<file path="config.mk">
export PLATFORM = sky130hd
export DESIGN_NAME = driver_chain_datagram_sequencer
export DESIGN_NICKNAME = d
export VERILOG_FILES = /design/src/chain_seq_pkg.sv /design/src/driver_chain_datagram_sequencer.sv
export SDC_FILE = /design/constraint.sdc
export NUM_CORES = 1
export LEC_CHECK = 0
export BUFFER_PORTS_ARGS = -buffer_cell sky130_fd_sc_hd__buf_2
export CAP_MARGIN = 25
export CORE_MARGIN = 4
export CORE_UTILIZATION = 40
export DETAILED_ROUTE_END_ITERATION = 10
export PLACE_DENSITY = 0.55
export REMOVE_ABC_BUFFERS = 1
export SYNTH_ARGS = -nofsm -noshare
export SYNTH_HDL_FRONTEND = slang
export SYNTH_SLANG_ARGS = --single-unit
export TNS_END_PERCENT = 20
</file>
<file path="constraint.sdc">
create_clock -name aclk -period 3.3 [get_ports aclk]
set_clock_uncertainty 0.05 [all_clocks]
set_input_delay 0.495 -clock aclk [delete_from_list [all_inputs] [get_ports aclk]]
set_output_delay 0.495 -clock aclk [all_outputs]
set_load 0.1 [all_outputs]
</file>
<file path="src/chain_seq_pkg.sv">
// constants and carrier types of the driver chain datagram sequencer
// assumes a 200 MHz system clock and an AXI4-Lite register bus
package chain_seq_pkg;
  localparam int unsigned CLK_MHZ = 200;
  localparam int unsigned SCLK_NS = 400;
  localparam int unsigned HALF_CYC = (SCLK_NS * CLK_MHZ) / 2000;
  // register byte addresses
  localparam logic [7:0] CTRL_OFS = 8'h00;
  localparam logic [7:0] STAT_OFS = 8'h04;
  localparam logic [7:0] SIGA_OFS = 8'h08;
  localparam logic [7:0] SIGB_OFS = 8'h0C;
  localparam logic [7:0] SIGC_OFS = 8'h10;
  localparam logic [7:0] RAM_BASE = 8'h80;
  localparam int unsigned CTRL_REQ_BIT = 0;
  localparam int unsigned CTRL_LAST_LSB = 4;
  localparam int unsigned CTRL_AUTO_BIT = 8;
  localparam logic [1:0] LAST_RST = 2'h2;
  localparam logic AUTO_RST = 1'b0;
  localparam logic [17:0] SIG_RST = 18'h00000;
  localparam logic [1:0] RESP_OKAY = 2'h0;
  localparam logic [1:0] RESP_SLVERR = 2'h2;
  // signal select codes
  localparam logic [4:0] CODE_A_POL = 5'h06;
  localparam logic [4:0] CODE_A_FD = 5'h07;
  localparam logic [4:0] CODE_B_POL = 5'h0E;
  localparam logic [4:0] CODE_B_FD = 5'h0F;
  localparam logic [4:0] CODE_ZERO = 5'h10;
  localparam logic [4:0] CODE_ONE = 5'h11;
  localparam logic [4:0] CODE_DIR = 5'h12;
  localparam logic [4:0] CODE_STEP = 5'h13;
  // per motor signal set
  typedef struct packed {
    logic step;
    logic direction;
    logic coil_b_fast_decay;
    logic coil_b_polarity;
    logic [5:0] coil_b_current;
    logic coil_a_fast_decay;
    logic coil_a_polarity;
    logic [5:0] coil_a_current;
  } motor_sig_t;
  typedef struct packed {
    logic next_motor_flag;
    logic [4:0] code;
  } cfg_entry_t;
  typedef enum logic [1:0] {ST_IDLE, ST_LOAD, ST_LOW, ST_HIGH} seq_state_t;
endpackage

</file>
<file path="src/driver_chain_datagram_sequencer.sv">
// driver chain datagram sequencer: config RAM, AXI4-Lite slave, serial framer
// assumes one 200 MHz clock, synchronous active-low reset, AXI4-Lite master
//
// Implementation choices: the AXI4-Lite slave port and the placing of the registers.
`timescale 1ns/1ps
module driver_chain_datagram_sequencer (
  input wire logic aclk,
  input wire logic aresetn,
  input wire logic [7:0] s_axi_awaddr,
  input wire logic s_axi_awvalid,
  output logic s_axi_awready,
  input wire logic [31:0] s_axi_wdata,
  input wire logic [3:0] s_axi_wstrb,
  input wire logic s_axi_wvalid,
  output logic s_axi_wready,
  output logic [1:0] s_axi_bresp,
  output logic s_axi_bvalid,
  input wire logic s_axi_bready,
  input wire logic [7:0] s_axi_araddr,
  input wire logic s_axi_arvalid,
  output logic s_axi_arready,
  output logic [31:0] s_axi_rdata,
  output logic [1:0] s_axi_rresp,
  output logic s_axi_rvalid,
  input wire logic s_axi_rready,
  input wire logic motion_req,
  output logic chain_sclk,
  output logic chain_sdo,
  output logic chain_csn
);
  // ==========================================================
  // configuration RAM
  // ==========================================================
  chain_seq_pkg::cfg_entry_t ram_r [0:63];
  // ==========================================================
  // registers
  // ==========================================================
  logic [1:0] last_driver_index_r;
  logic auto_send_r;
  logic req_pend_r;
  chain_seq_pkg::motor_sig_t [2:0] sig_r;
  chain_seq_pkg::motor_sig_t [2:0] snap_r;
  chain_seq_pkg::seq_state_t state_r;
  logic [5:0] ptr_r;
  logic [1:0] motor_driver_address_r;
  logic [7:0] div_r;
  logic busy_r;
  logic mreq_s1_r;
  logic mreq_s2_r;
  logic mreq_d_r;
  // ==========================================================
  // AXI4-Lite write channel
  // ==========================================================
  logic [7:0] awaddr_r;
  logic aw_have_r;
  logic [31:0] wdata_r;
  logic [3:0] wstrb_r;
  logic w_have_r;
  logic do_write;
  logic wr_ram;
  logic wr_reg_ok;
  logic [5:0] wr_idx;
  // ready pulses for one cycle; no new transfer while the response waits
  assign do_write = aw_have_r && w_have_r && !s_axi_bvalid;
  assign wr_ram = awaddr_r[7];
  assign wr_idx = awaddr_r[6:1];
  always_comb begin
    case (awaddr_r)
      chain_seq_pkg::CTRL_OFS,
      chain_seq_pkg::SIGA_OFS,
      chain_seq_pkg::SIGB_OFS,
      chain_seq_pkg::SIGC_OFS: wr_reg_ok = 1'b1;
      default: wr_reg_ok = wr_ram;
    endcase
  end
  always_ff @(posedge aclk) begin
    if (!aresetn) begin
      aw_have_r <= 1'b0;
      w_have_r <= 1'b0;
      awaddr_r <= 8'h00;
      wdata_r <= 32'h0000_0000;
      wstrb_r <= 4'h0;
      s_axi_awready <= 1'b0;
      s_axi_wready <= 1'b0;
      s_axi_bvalid <= 1'b0;
      s_axi_bresp <= chain_seq_pkg::RESP_OKAY;
    end else begin
      s_axi_awready <= !aw_have_r && !s_axi_awready && !s_axi_bvalid;
      s_axi_wready <= !w_have_r && !s_axi_wready && !s_axi_bvalid;
      if (s_axi_awvalid && s_axi_awready) begin
        aw_have_r <= 1'b1;
        awaddr_r <= {s_axi_awaddr[7:2], 2'b00};
        s_axi_awready <= 1'b0;
      end
      if (s_axi_wvalid && s_axi_wready) begin
        w_have_r <= 1'b1;
        wdata_r <= s_axi_wdata;
        wstrb_r <= s_axi_wstrb;
        s_axi_wready <= 1'b0;
      end
      if (do_write) begin
        aw_have_r <= 1'b0;
        w_have_r <= 1'b0;
        s_axi_bvalid <= 1'b1;
        s_axi_bresp <= wr_reg_ok ? chain_seq_pkg::RESP_OKAY : chain_seq_pkg::RESP_SLVERR;
      end else if (s_axi_bvalid && s_axi_bready) begin
        s_axi_bvalid <= 1'b0;
      end
    end
  end
  // ==========================================================
  // AXI4-Lite read channel
  // ==========================================================
  logic [31:0] rd_val;
  logic rd_ok;
  logic [5:0] rd_idx;
  // read data is captured as the address is taken
  assign rd_idx = s_axi_araddr[6:1];
  always_comb begin
    rd_val = 32'h0000_0000;
    rd_ok = 1'b1;
    if (s_axi_araddr[7]) begin
      // even entry in bits 5:0, odd in 11:6
      rd_val = {20'h00000, ram_r[{rd_idx[5:1], 1'b1}], ram_r[{rd_idx[5:1], 1'b0}]};
    end else begin
      case ({s_axi_araddr[7:2], 2'b00})
        chain_seq_pkg::CTRL_OFS: rd_val = {23'h000000, auto_send_r, 2'h0,
                                           last_driver_index_r, 3'h0, req_pend_r};
        chain_seq_pkg::STAT_OFS: rd_val = {24'h000000, ptr_r, motor_driver_address_r[0],
                                           busy_r};
        chain_seq_pkg::SIGA_OFS: rd_val = {14'h0000, sig_r[0]};
        chain_seq_pkg::SIGB_OFS: rd_val = {14'h0000, sig_r[1]};
        chain_seq_pkg::SIGC_OFS: rd_val = {14'h0000, sig_r[2]};
        default: rd_ok = 1'b0;
      endcase
    end
  end
  always_ff @(posedge aclk) begin
    if (!aresetn) begin
      s_axi_arready <= 1'b0;
      s_axi_rvalid <= 1'b0;
      s_axi_rdata <= 32'h0000_0000;
      s_axi_rresp <= chain_seq_pkg::RESP_OKAY;
    end else begin
      s_axi_arready <= !s_axi_arready && !s_axi_rvalid && s_axi_arvalid;
      if (s_axi_arvalid && s_axi_arready) begin
        s_axi_rvalid <= 1'b1;
        s_axi_rdata <= rd_val;
        s_axi_rresp <= rd_ok ? chain_seq_pkg::RESP_OKAY : chain_seq_pkg::RESP_SLVERR;
      end else if (s_axi_rvalid && s_axi_rready) begin
        s_axi_rvalid <= 1'b0;
      end
    end
  end
  // ==========================================================
  // RAM write and default layout
  // ==========================================================
  function automatic chain_seq_pkg::cfg_entry_t dflt(input int unsigned i);
    logic [3:0] p;
    chain_seq_pkg::cfg_entry_t e;
    p = 4'(i % 12);
    e.next_motor_flag = (p == 4'hB) && (i < 36);
    case (p)
      4'h0, 4'h6: e.code = chain_seq_pkg::CODE_ONE;
      4'h5: e.code = chain_seq_pkg::CODE_A_POL;
      4'hB: e.code = chain_seq_pkg::CODE_B_POL;
      4'h1, 4'h2, 4'h3, 4'h4: e.code = 5'(6 - p);
      default: e.code = 5'(20 - p);
    endcase
    if (i >= 36) e = '{next_motor_flag: 1'b0, code: chain_seq_pkg::CODE_ZERO};
    return e;
  endfunction
  // reset reloads the default layout every time, not only at power-up
  always_ff @(posedge aclk) begin
    if (!aresetn) begin
      for (int i = 0; i < 64; i++) begin
        ram_r[i] <= dflt(i);
      end
    end else if (do_write && wr_ram) begin
      // byte lane 0 feeds even entry, lane 1 the odd one
      if (wstrb_r[0]) ram_r[{wr_idx[5:1], 1'b0}] <= wdata_r[5:0];
      if (wstrb_r[1]) ram_r[{wr_idx[5:1], 1'b1}] <= wdata_r[11:6];
    end
  end
  // ==========================================================
  // control and motor signal registers
  // ==========================================================
  logic start_go;
  assign start_go = state_r == chain_seq_pkg::ST_IDLE && req_pend_r;
  // signal registers take all 18 bits regardless of byte strobes
  always_ff @(posedge aclk) begin
    if (!aresetn) begin
      last_driver_index_r <= chain_seq_pkg::LAST_RST;
      auto_send_r <= chain_seq_pkg::AUTO_RST;
      for (int m = 0; m < 3; m++) begin
        sig_r[m] <= chain_seq_pkg::SIG_RST;
      end
    end else if (do_write && !wr_ram) begin
      case (awaddr_r)
        chain_seq_pkg::CTRL_OFS: begin
          if (wstrb_r[0]) last_driver_index_r <= wdata_r[chain_seq_pkg::CTRL_LAST_LSB +: 2];
          if (wstrb_r[1]) auto_send_r <= wdata_r[chain_seq_pkg::CTRL_AUTO_BIT];
        end
        chain_seq_pkg::SIGA_OFS: sig_r[0] <= wdata_r[17:0];
        chain_seq_pkg::SIGB_OFS: sig_r[1] <= wdata_r[17:0];
        chain_seq_pkg::SIGC_OFS: sig_r[2] <= wdata_r[17:0];
        default: ;
      endcase
    end
  end
  // motion request pin synchroniser
  always_ff @(posedge aclk) begin
    if (!aresetn) begin
      mreq_s1_r <= 1'b0;
      mreq_s2_r <= 1'b0;
      mreq_d_r <= 1'b0;
    end else begin
      mreq_s1_r <= motion_req;
      mreq_s2_r <= mreq_s1_r;
      mreq_d_r <= mreq_s2_r;
    end
  end
  // request sources: CTRL request bit, auto send on a signal register write, pin edge
  logic ctrl_req;
  logic auto_req;
  logic pin_req;
  logic req_set;
  assign ctrl_req = do_write && !wr_ram && awaddr_r == chain_seq_pkg::CTRL_OFS && wstrb_r[0]
                    && wdata_r[chain_seq_pkg::CTRL_REQ_BIT];
  // a refused write has no effect, so it requests nothing either
  assign auto_req = do_write && !wr_ram && wr_reg_ok && auto_send_r
                    && awaddr_r != chain_seq_pkg::CTRL_OFS;
  assign pin_req = mreq_s2_r && !mreq_d_r;
  // pending request: set wins over the clear at start
  assign req_set = ctrl_req || auto_req || pin_req;
  always_ff @(posedge aclk) begin
    if (!aresetn) begin
      req_pend_r <= 1'b0;
    end else if (req_set) begin
      req_pend_r <= 1'b1;
    end else if (start_go) begin
      req_pend_r <= 1'b0;
    end
  end
  // ==========================================================
  // datagram sequencer
  // ==========================================================
  chain_seq_pkg::cfg_entry_t cur;
  chain_seq_pkg::motor_sig_t ms;
  logic bit_val;
  assign cur = ram_r[ptr_r];
  assign ms = snap_r[motor_driver_address_r];
  always_comb begin
    bit_val = 1'b0;
    if (cur.code[4:3] == 2'b00) begin
      case (cur.code[2:0])
        3'h6: bit_val = ms.coil_a_polarity;
        3'h7: bit_val = ms.coil_a_fast_decay;
        default: bit_val = ms.coil_a_current[cur.code[2:0]];
      endcase
    end else if (cur.code[4:3] == 2'b01) begin
      case (cur.code[2:0])
        3'h6: bit_val = ms.coil_b_polarity;
        3'h7: bit_val = ms.coil_b_fast_decay;
        default: bit_val = ms.coil_b_current[cur.code[2:0]];
      endcase
    end else begin
      case (cur.code)
        chain_seq_pkg::CODE_ZERO: bit_val = 1'b0;
        chain_seq_pkg::CODE_ONE: bit_val = 1'b1;
        chain_seq_pkg::CODE_DIR: bit_val = ms.direction;
        chain_seq_pkg::CODE_STEP: bit_val = ms.step;
        default: bit_val = 1'b0;
      endcase
    end
  end
  // each bit: one load cycle, then HALF_CYC low and HALF_CYC high
  logic div_end;
  assign div_end = div_r == 8'(chain_seq_pkg::HALF_CYC - 1);
  // a last index of 3 still stops at the third driver, never past snap_r
  logic more_motors;
  assign more_motors = motor_driver_address_r < last_driver_index_r
                       && motor_driver_address_r != 2'h2;
  always_ff @(posedge aclk) begin
    if (!aresetn) begin
      state_r <= chain_seq_pkg::ST_IDLE;
      ptr_r <= 6'h00;
      motor_driver_address_r <= 2'h0;
      div_r <= 8'h00;
      busy_r <= 1'b0;
      chain_sclk <= 1'b0;
      chain_sdo <= 1'b0;
      chain_csn <= 1'b1;
      for (int m = 0; m < 3; m++) begin
        snap_r[m] <= chain_seq_pkg::SIG_RST;
      end
    end else begin
      case (state_r)
        chain_seq_pkg::ST_IDLE: begin
          // snapshot so one frame sees one consistent signal set
          if (start_go) begin
            snap_r <= sig_r;
            ptr_r <= 6'h00;
            motor_driver_address_r <= 2'h0;
            busy_r <= 1'b1;
            chain_csn <= 1'b0;
            state_r <= chain_seq_pkg::ST_LOAD;
          end
        end
        chain_seq_pkg::ST_LOAD: begin
          chain_sdo <= bit_val;
          div_r <= 8'h00;
          state_r <= chain_seq_pkg::ST_LOW;
        end
        chain_seq_pkg::ST_LOW: begin
          div_r <= div_r + 8'h01;
          if (div_end) begin
            div_r <= 8'h00;
            chain_sclk <= 1'b1;
            state_r <= chain_seq_pkg::ST_HIGH;
          end
        end
        chain_seq_pkg::ST_HIGH: begin
          div_r <= div_r + 8'h01;
          if (div_end) begin
            chain_sclk <= 1'b0;
            ptr_r <= ptr_r + 6'h01;
            state_r <= chain_seq_pkg::ST_LOAD;
            // flag closes this driver's bits, or the frame at the last one
            if (cur.next_motor_flag) begin
              if (more_motors) begin
                motor_driver_address_r <= motor_driver_address_r + 2'h1;
              end else begin
                motor_driver_address_r <= 2'h0;
                ptr_r <= 6'h00;
                busy_r <= 1'b0;
                chain_csn <= 1'b1;
                state_r <= chain_seq_pkg::ST_IDLE;
              end
            end
          end
        end
        default: state_r <= chain_seq_pkg::ST_IDLE;
      endcase
    end
  end
endmodule // driver_chain_datagram_sequencer
</file>
Word-level counts from Yosys, hierarchy flattened
Memory sizes are Yosys's and may differ from the RTL's. A register that Yosys moved wholly into a read port is not among the register bits.
Index checks and enable logic that the tools add are counted.
- flip-flop bits (word level): 206
- bits in writable memories: 384
- output and inout bits: 44
- logic and storage cells: 253
- memories: 1
- $add $sub $neg: 3
- magnitude comparators: 3
- eq/ne operators: 23
- muxes and demuxes: 83
- bitwise gates (word level): 1
- reductions and logical operators: 64
- memories (name ; depth ; width ; rd ports ; clocked after memory_dff ; write ports ; line ; text):
    ram_r ; 64 ; 6 ; 3 ; 1 ; 64 ; driver_chain_datagram_sequencer.sv:34 ; chain_seq_pkg::cfg_entry_t ram_r [0:63];
- operators with widths (cell ; count):
    $pmux W18 S5 ; 1
    $mux W6 ; 11
    $mux W5 ; 11
    $bmux W18 S2 ; 1
    $mux W18 ; 2
    $mux W1 ; 35
    $eq A6 B2 Y1 const B ; 4
    $logic_and A1 B1 Y1 ; 24
    $pmux W8 S3 ; 1
    $mux W2 ; 9
    $eq A5 B5 Y1 const B ; 3
    $reduce_and A3 Y1 ; 5
    $eq A6 B3 Y1 const B ; 2
    $ne A2 B2 Y1 const B ; 6
    $pmux W6 S2 ; 1
    $reduce_or A6 Y1 ; 2
    $pmux W1 S2 ; 5
    $reduce_bool A2 Y1 ; 5
    $logic_not A1 Y1 ; 9
    $add A8 B1 Y8 const B ; 1
    $eq A8 B6 Y1 const B ; 1
    $logic_not A8 Y1 ; 1
    $mux W8 ; 1
    $pmux W2 S4 ; 1
    24 further kinds ; 35

Longest topological paths before layout
- depth after elaboration: 9
- mapped depth: 16
- depth with buffers taken out: 9

Least setup slack after synthesis
No wires, ideal clock.
- kind: register to register
- start point: register (tool-made name)
- end point: register chain_sdo
- arrival time: 3089 ps
- data required time: 3121 ps
- setup slack: 32 ps
- cell stages (with the launch flop): 13
- period minus slack after synthesis: 3268 ps
- path through: dfxtp_1 buf_6 buf_6 buf_6 buf_4 buf_2 mux4_2 mux4_2 a211oi_1 a31oi_1 a41o_1 o31ai_1 o211ai_1
- RTL lines (what ; line ; text):
    end signal: assignment ; driver_chain_datagram_sequencer.sv:311 ; chain_sdo <= bit_val;
    end: declaration ; driver_chain_datagram_sequencer.sv:28 ; output logic chain_sdo,

==> metrics.md <==
| Metric | Value |
|---|---|
| Worst path buffer plus inverter count | `2` |
| Worst stage delay on the critical path | `roughly 0.55 ns` |
| Fillcell total | `about 6400` |
| Sequential cell area | `approximately 15000 um^2` |
| Placement Setup Slack | `-0.112 ns` |
| GP Congestion | `around 0.95` |
| Maximum clock insertion buffer count | `3` |
| Post-Layout Cell Count | `3572` |
| Top Ports | `between 100 and 150` |
| Top area cells in the synthesized netlist | `edfxtp_1 (39%), mux4_2 (17%), dfxtp_1 (13%)` |
| Row Count | `98` |
| Peak supply drop | `0.000410 V` |
| Final setup viols | `2` |
| Max-Cap Viols | `0` |
| Cell Chain, Critical Path | `buf_12 > buf_12 > mux4_2 > mux4_2 > mux4_2 > nand2b_4 > and2_1 > or3b_1 > a21oi_2` |
| Final #Nets | `roughly 2600` |
| Min Hold Slack | `0.0315 ns` |
| Critical path's top delay family | `multiplexers` |
| CTS tree | `yes` |
| Port bufs | `67` |
| Crit Path Max Fanout | `5` |
| Grt ovf | `0` |
| Ys async rst share | `0` |
| Pin count of the biggest net entering global routing | `76` |
| Synth Instances | `roughly 2500` |
| Period utilisation layout | `1.00` |
| Most common cell after layout, fill and taps aside | `edfxtp_1` |
| CTS root buf | `clkbuf_16` |
| Main flop type after synthesis | `edfxtp_1` |
| Clk slew on worst S/H paths | `0.07 ns` |
| Req. time, crit path | `3.82 ns` |
| Drt drc | `0` |
| Slew Limit Fails | `0` |
| Routed WL | `97400 um` |
| Die height | `roughly 280 um` |
| Netlist cell types | `68` |
| Number of synthesized flops with an enable pin | `384` |
| CP dominant cell by count | `mux4_2` |
| Highest clock rate | `302 MHz` |
| Kind of start point of the critical path | `flip-flop` |
| Slowest CP cell | `mux4_2` |
| Via count | `about 21000` |
| Core area | `72000 um^2` |
| Layout area overhead | `16.0%` |
| Syn Area/Cell | `11.9 um^2` |
| Detailed Routing Iterations Pass 1 | `6` |
| Drt via density | `5.99` |
| Failing checks | `setup timing` |
| Slew Limit Headroom | `0.292` |
| Leak | `0.0112 uW` |
| Area of the multi-input gates | `between 10000 and 15000 um^2` |
| Antenna cells | `0` |
| Actual slew at the worst max-slew pin | `1.06 ns` |
| RSZ-0062 raised after global routing | `yes` |
| Full die area | `77500 um^2` |
| DR iter-0 viols | `2666` |
| Setup ws final | `-0.0111 ns` |
| CTS Buf Count | `61` |
| Synth warnings | `0` |
| Placed Instances | `3428` |
| Initial antenna violation count | `7` |
| Antenna-violating nets left | `0` |
| Clk_lat worst skew | `0.67 ns` |
| Detailed placer's ending HPWL | `69400 um` |
| Via count of the first global-routing pass | `20900` |
| Starting density of the core | `0.406` |
| Synth area leader | `edfxtp_1` |
| Share of cells above drive strength 1 | `0.244` |
| Clock sink total | `580` |
| Crit. End Element | `flip-flop` |
| Register bit count reported by yosys | `580` |
| Final Hold Vio Count | `0` |
| Hold crit path type | `in -> reg` |
| Status | `finished with violations` |
| Synth Cell Area | `29300 um^2` |
| Share of the synthesized area in the top cell type | `0.394` |
| Die W | `278 um` |
| Htree depth | `2` |
| Cell area power density | `~500 nW/um^2` |
| Setup TNS | `-0.0154 ns` |
| Worst Setup Path Type | `reg -> reg` |
| Tmin final | `3.31 ns` |
| Post-synthesis sequential area ratio | `0.528` |
| DR WL/cell | `27.3 um` |
| GRT Total Usage | `0.244` |
| Commonest cells after routing, fill and taps aside | `edfxtp_1 (384), nand2_1 (346), and2_1 (229), mux4_2 (222), dfxtp_1 (193)` |
| First-pass GRT wire length | `141000 um` |
| Crit path DAT | `3.83 ns` |
-- flip-flops by register name, indices dropped and copies added, names as in the netlist, 2 cells and up, named ones only --
signal                  count
wstrb_r                     2
sig_r                      54
s_axi_rdata                18
wdata_r                    18
state_r                     2
ptr_r                       6
awaddr_r                    6
snap_r                     54
div_r                       8
motor_driver_address_r      2
ram_r                     384
last_driver_index_r         2
-- stage by stage --
| step | cell area (um^2) | total power (uW) | utilization |
|---|---|---|---|
| global placement | 31400 | 9790 | 0.437 |
| CTS | 33600 | 16800 | 0.467 |
| floorplan | 28300 | 9070 | - |
| detailed placement | 31500 | 9820 | 0.437 |
| finish | 33900 | 16800 | 0.471 |
| global route | 33900 | 17200 | 0.471 |
-- what timing repair did --
action / CTS / global route
setup endpoints to repair: 3 / 8
resized for setup: 3 / 11
endpoints found under the hold margin: 11 / 0
gates cloned: 0 / 2
pin swaps: 1 / 3
hold buffers: 11 / 0
buffers inserted: 3 / 15
-- report_power, final --
part	internal [uW]	switching, uW
clock network	3990	3050
registers	7890	168
logic	592	1070
-- worst paths after layout --
kind                   startpoint      endpoint  slack, ns  depth (start not counted)
setup / recovery        flip-flop     flip-flop      -0.01                          9
hold / removal    s_axi_wdata[12]   wdata_r[12]       0.03                          3
setup reg to reg        flip-flop     flip-flop      -0.01                          9
hold reg to reg          w_have_r  s_axi_wready       0.40                          1
-- cell families (layout without fill, tap and decap cells) --
logic type      after synthesis  in the layout  share of synthesized area
buf+inv                     254            411                     0.0373
compound gates              332            332                     0.0700
simple gates                985            985                      0.166
mux                         278            278                      0.191
fa+ha+maj                     9              9                    0.00385
xor+xnor                     11             11                    0.00329
other cells                   1             16                   0.000128
flops                       580            580                      0.528
-- Yosys cell counts (7+ instances only) --
library cell and number:
edfxtp_1 384, nand2_1 348, and2_1 230, mux4_2 222, dfxtp_1 196, clkbuf_1 181, nor2_1 152, a21oi_1 134
or3_1 83, o21ai_0 73, mux2i_1 40, nor3_1 40, nand3_1 37, a21boi_0 29, and3_1 25, buf_1 24
buf_4 20, nor2b_1 18, a211oi_1 16, mux2_2 16, a222oi_1 14, inv_1 13, nand4_1 11, nand2b_1 10
a22oi_1 9, ha_1 9, o22ai_1 8, xor2_1 8, a221oi_1 7, buf_2 7, buf_6 7
-- routing by layer --
metal  global-route usage  wire (um)
met1                0.330      38900
met2                0.392      45600
met3               0.0447       8600
met4               0.0962       4320
met5                    0         58
-- final cells by class --
cell class              count  share of cell area
flip-flops and latches    580               0.456
clock inverters            32              0.0108
inverters                  15             0.00173
multi-input cells        1631               0.379
well taps                 950              0.0350
clock buffers              78              0.0493
repair buffers            286              0.0686
-- worst register-to-register path: cells and delay by family, from the launching register on --
family,cells,cell delay (ns)
AND/OR/NAND/NOR,3,0.74
AO/OA/AOI/OAI,1,0.16
multiplexers,3,1.65
buffers and inverters,2,0.27
flip-flops,1,0.39
(Power assumes the default switching activity.)
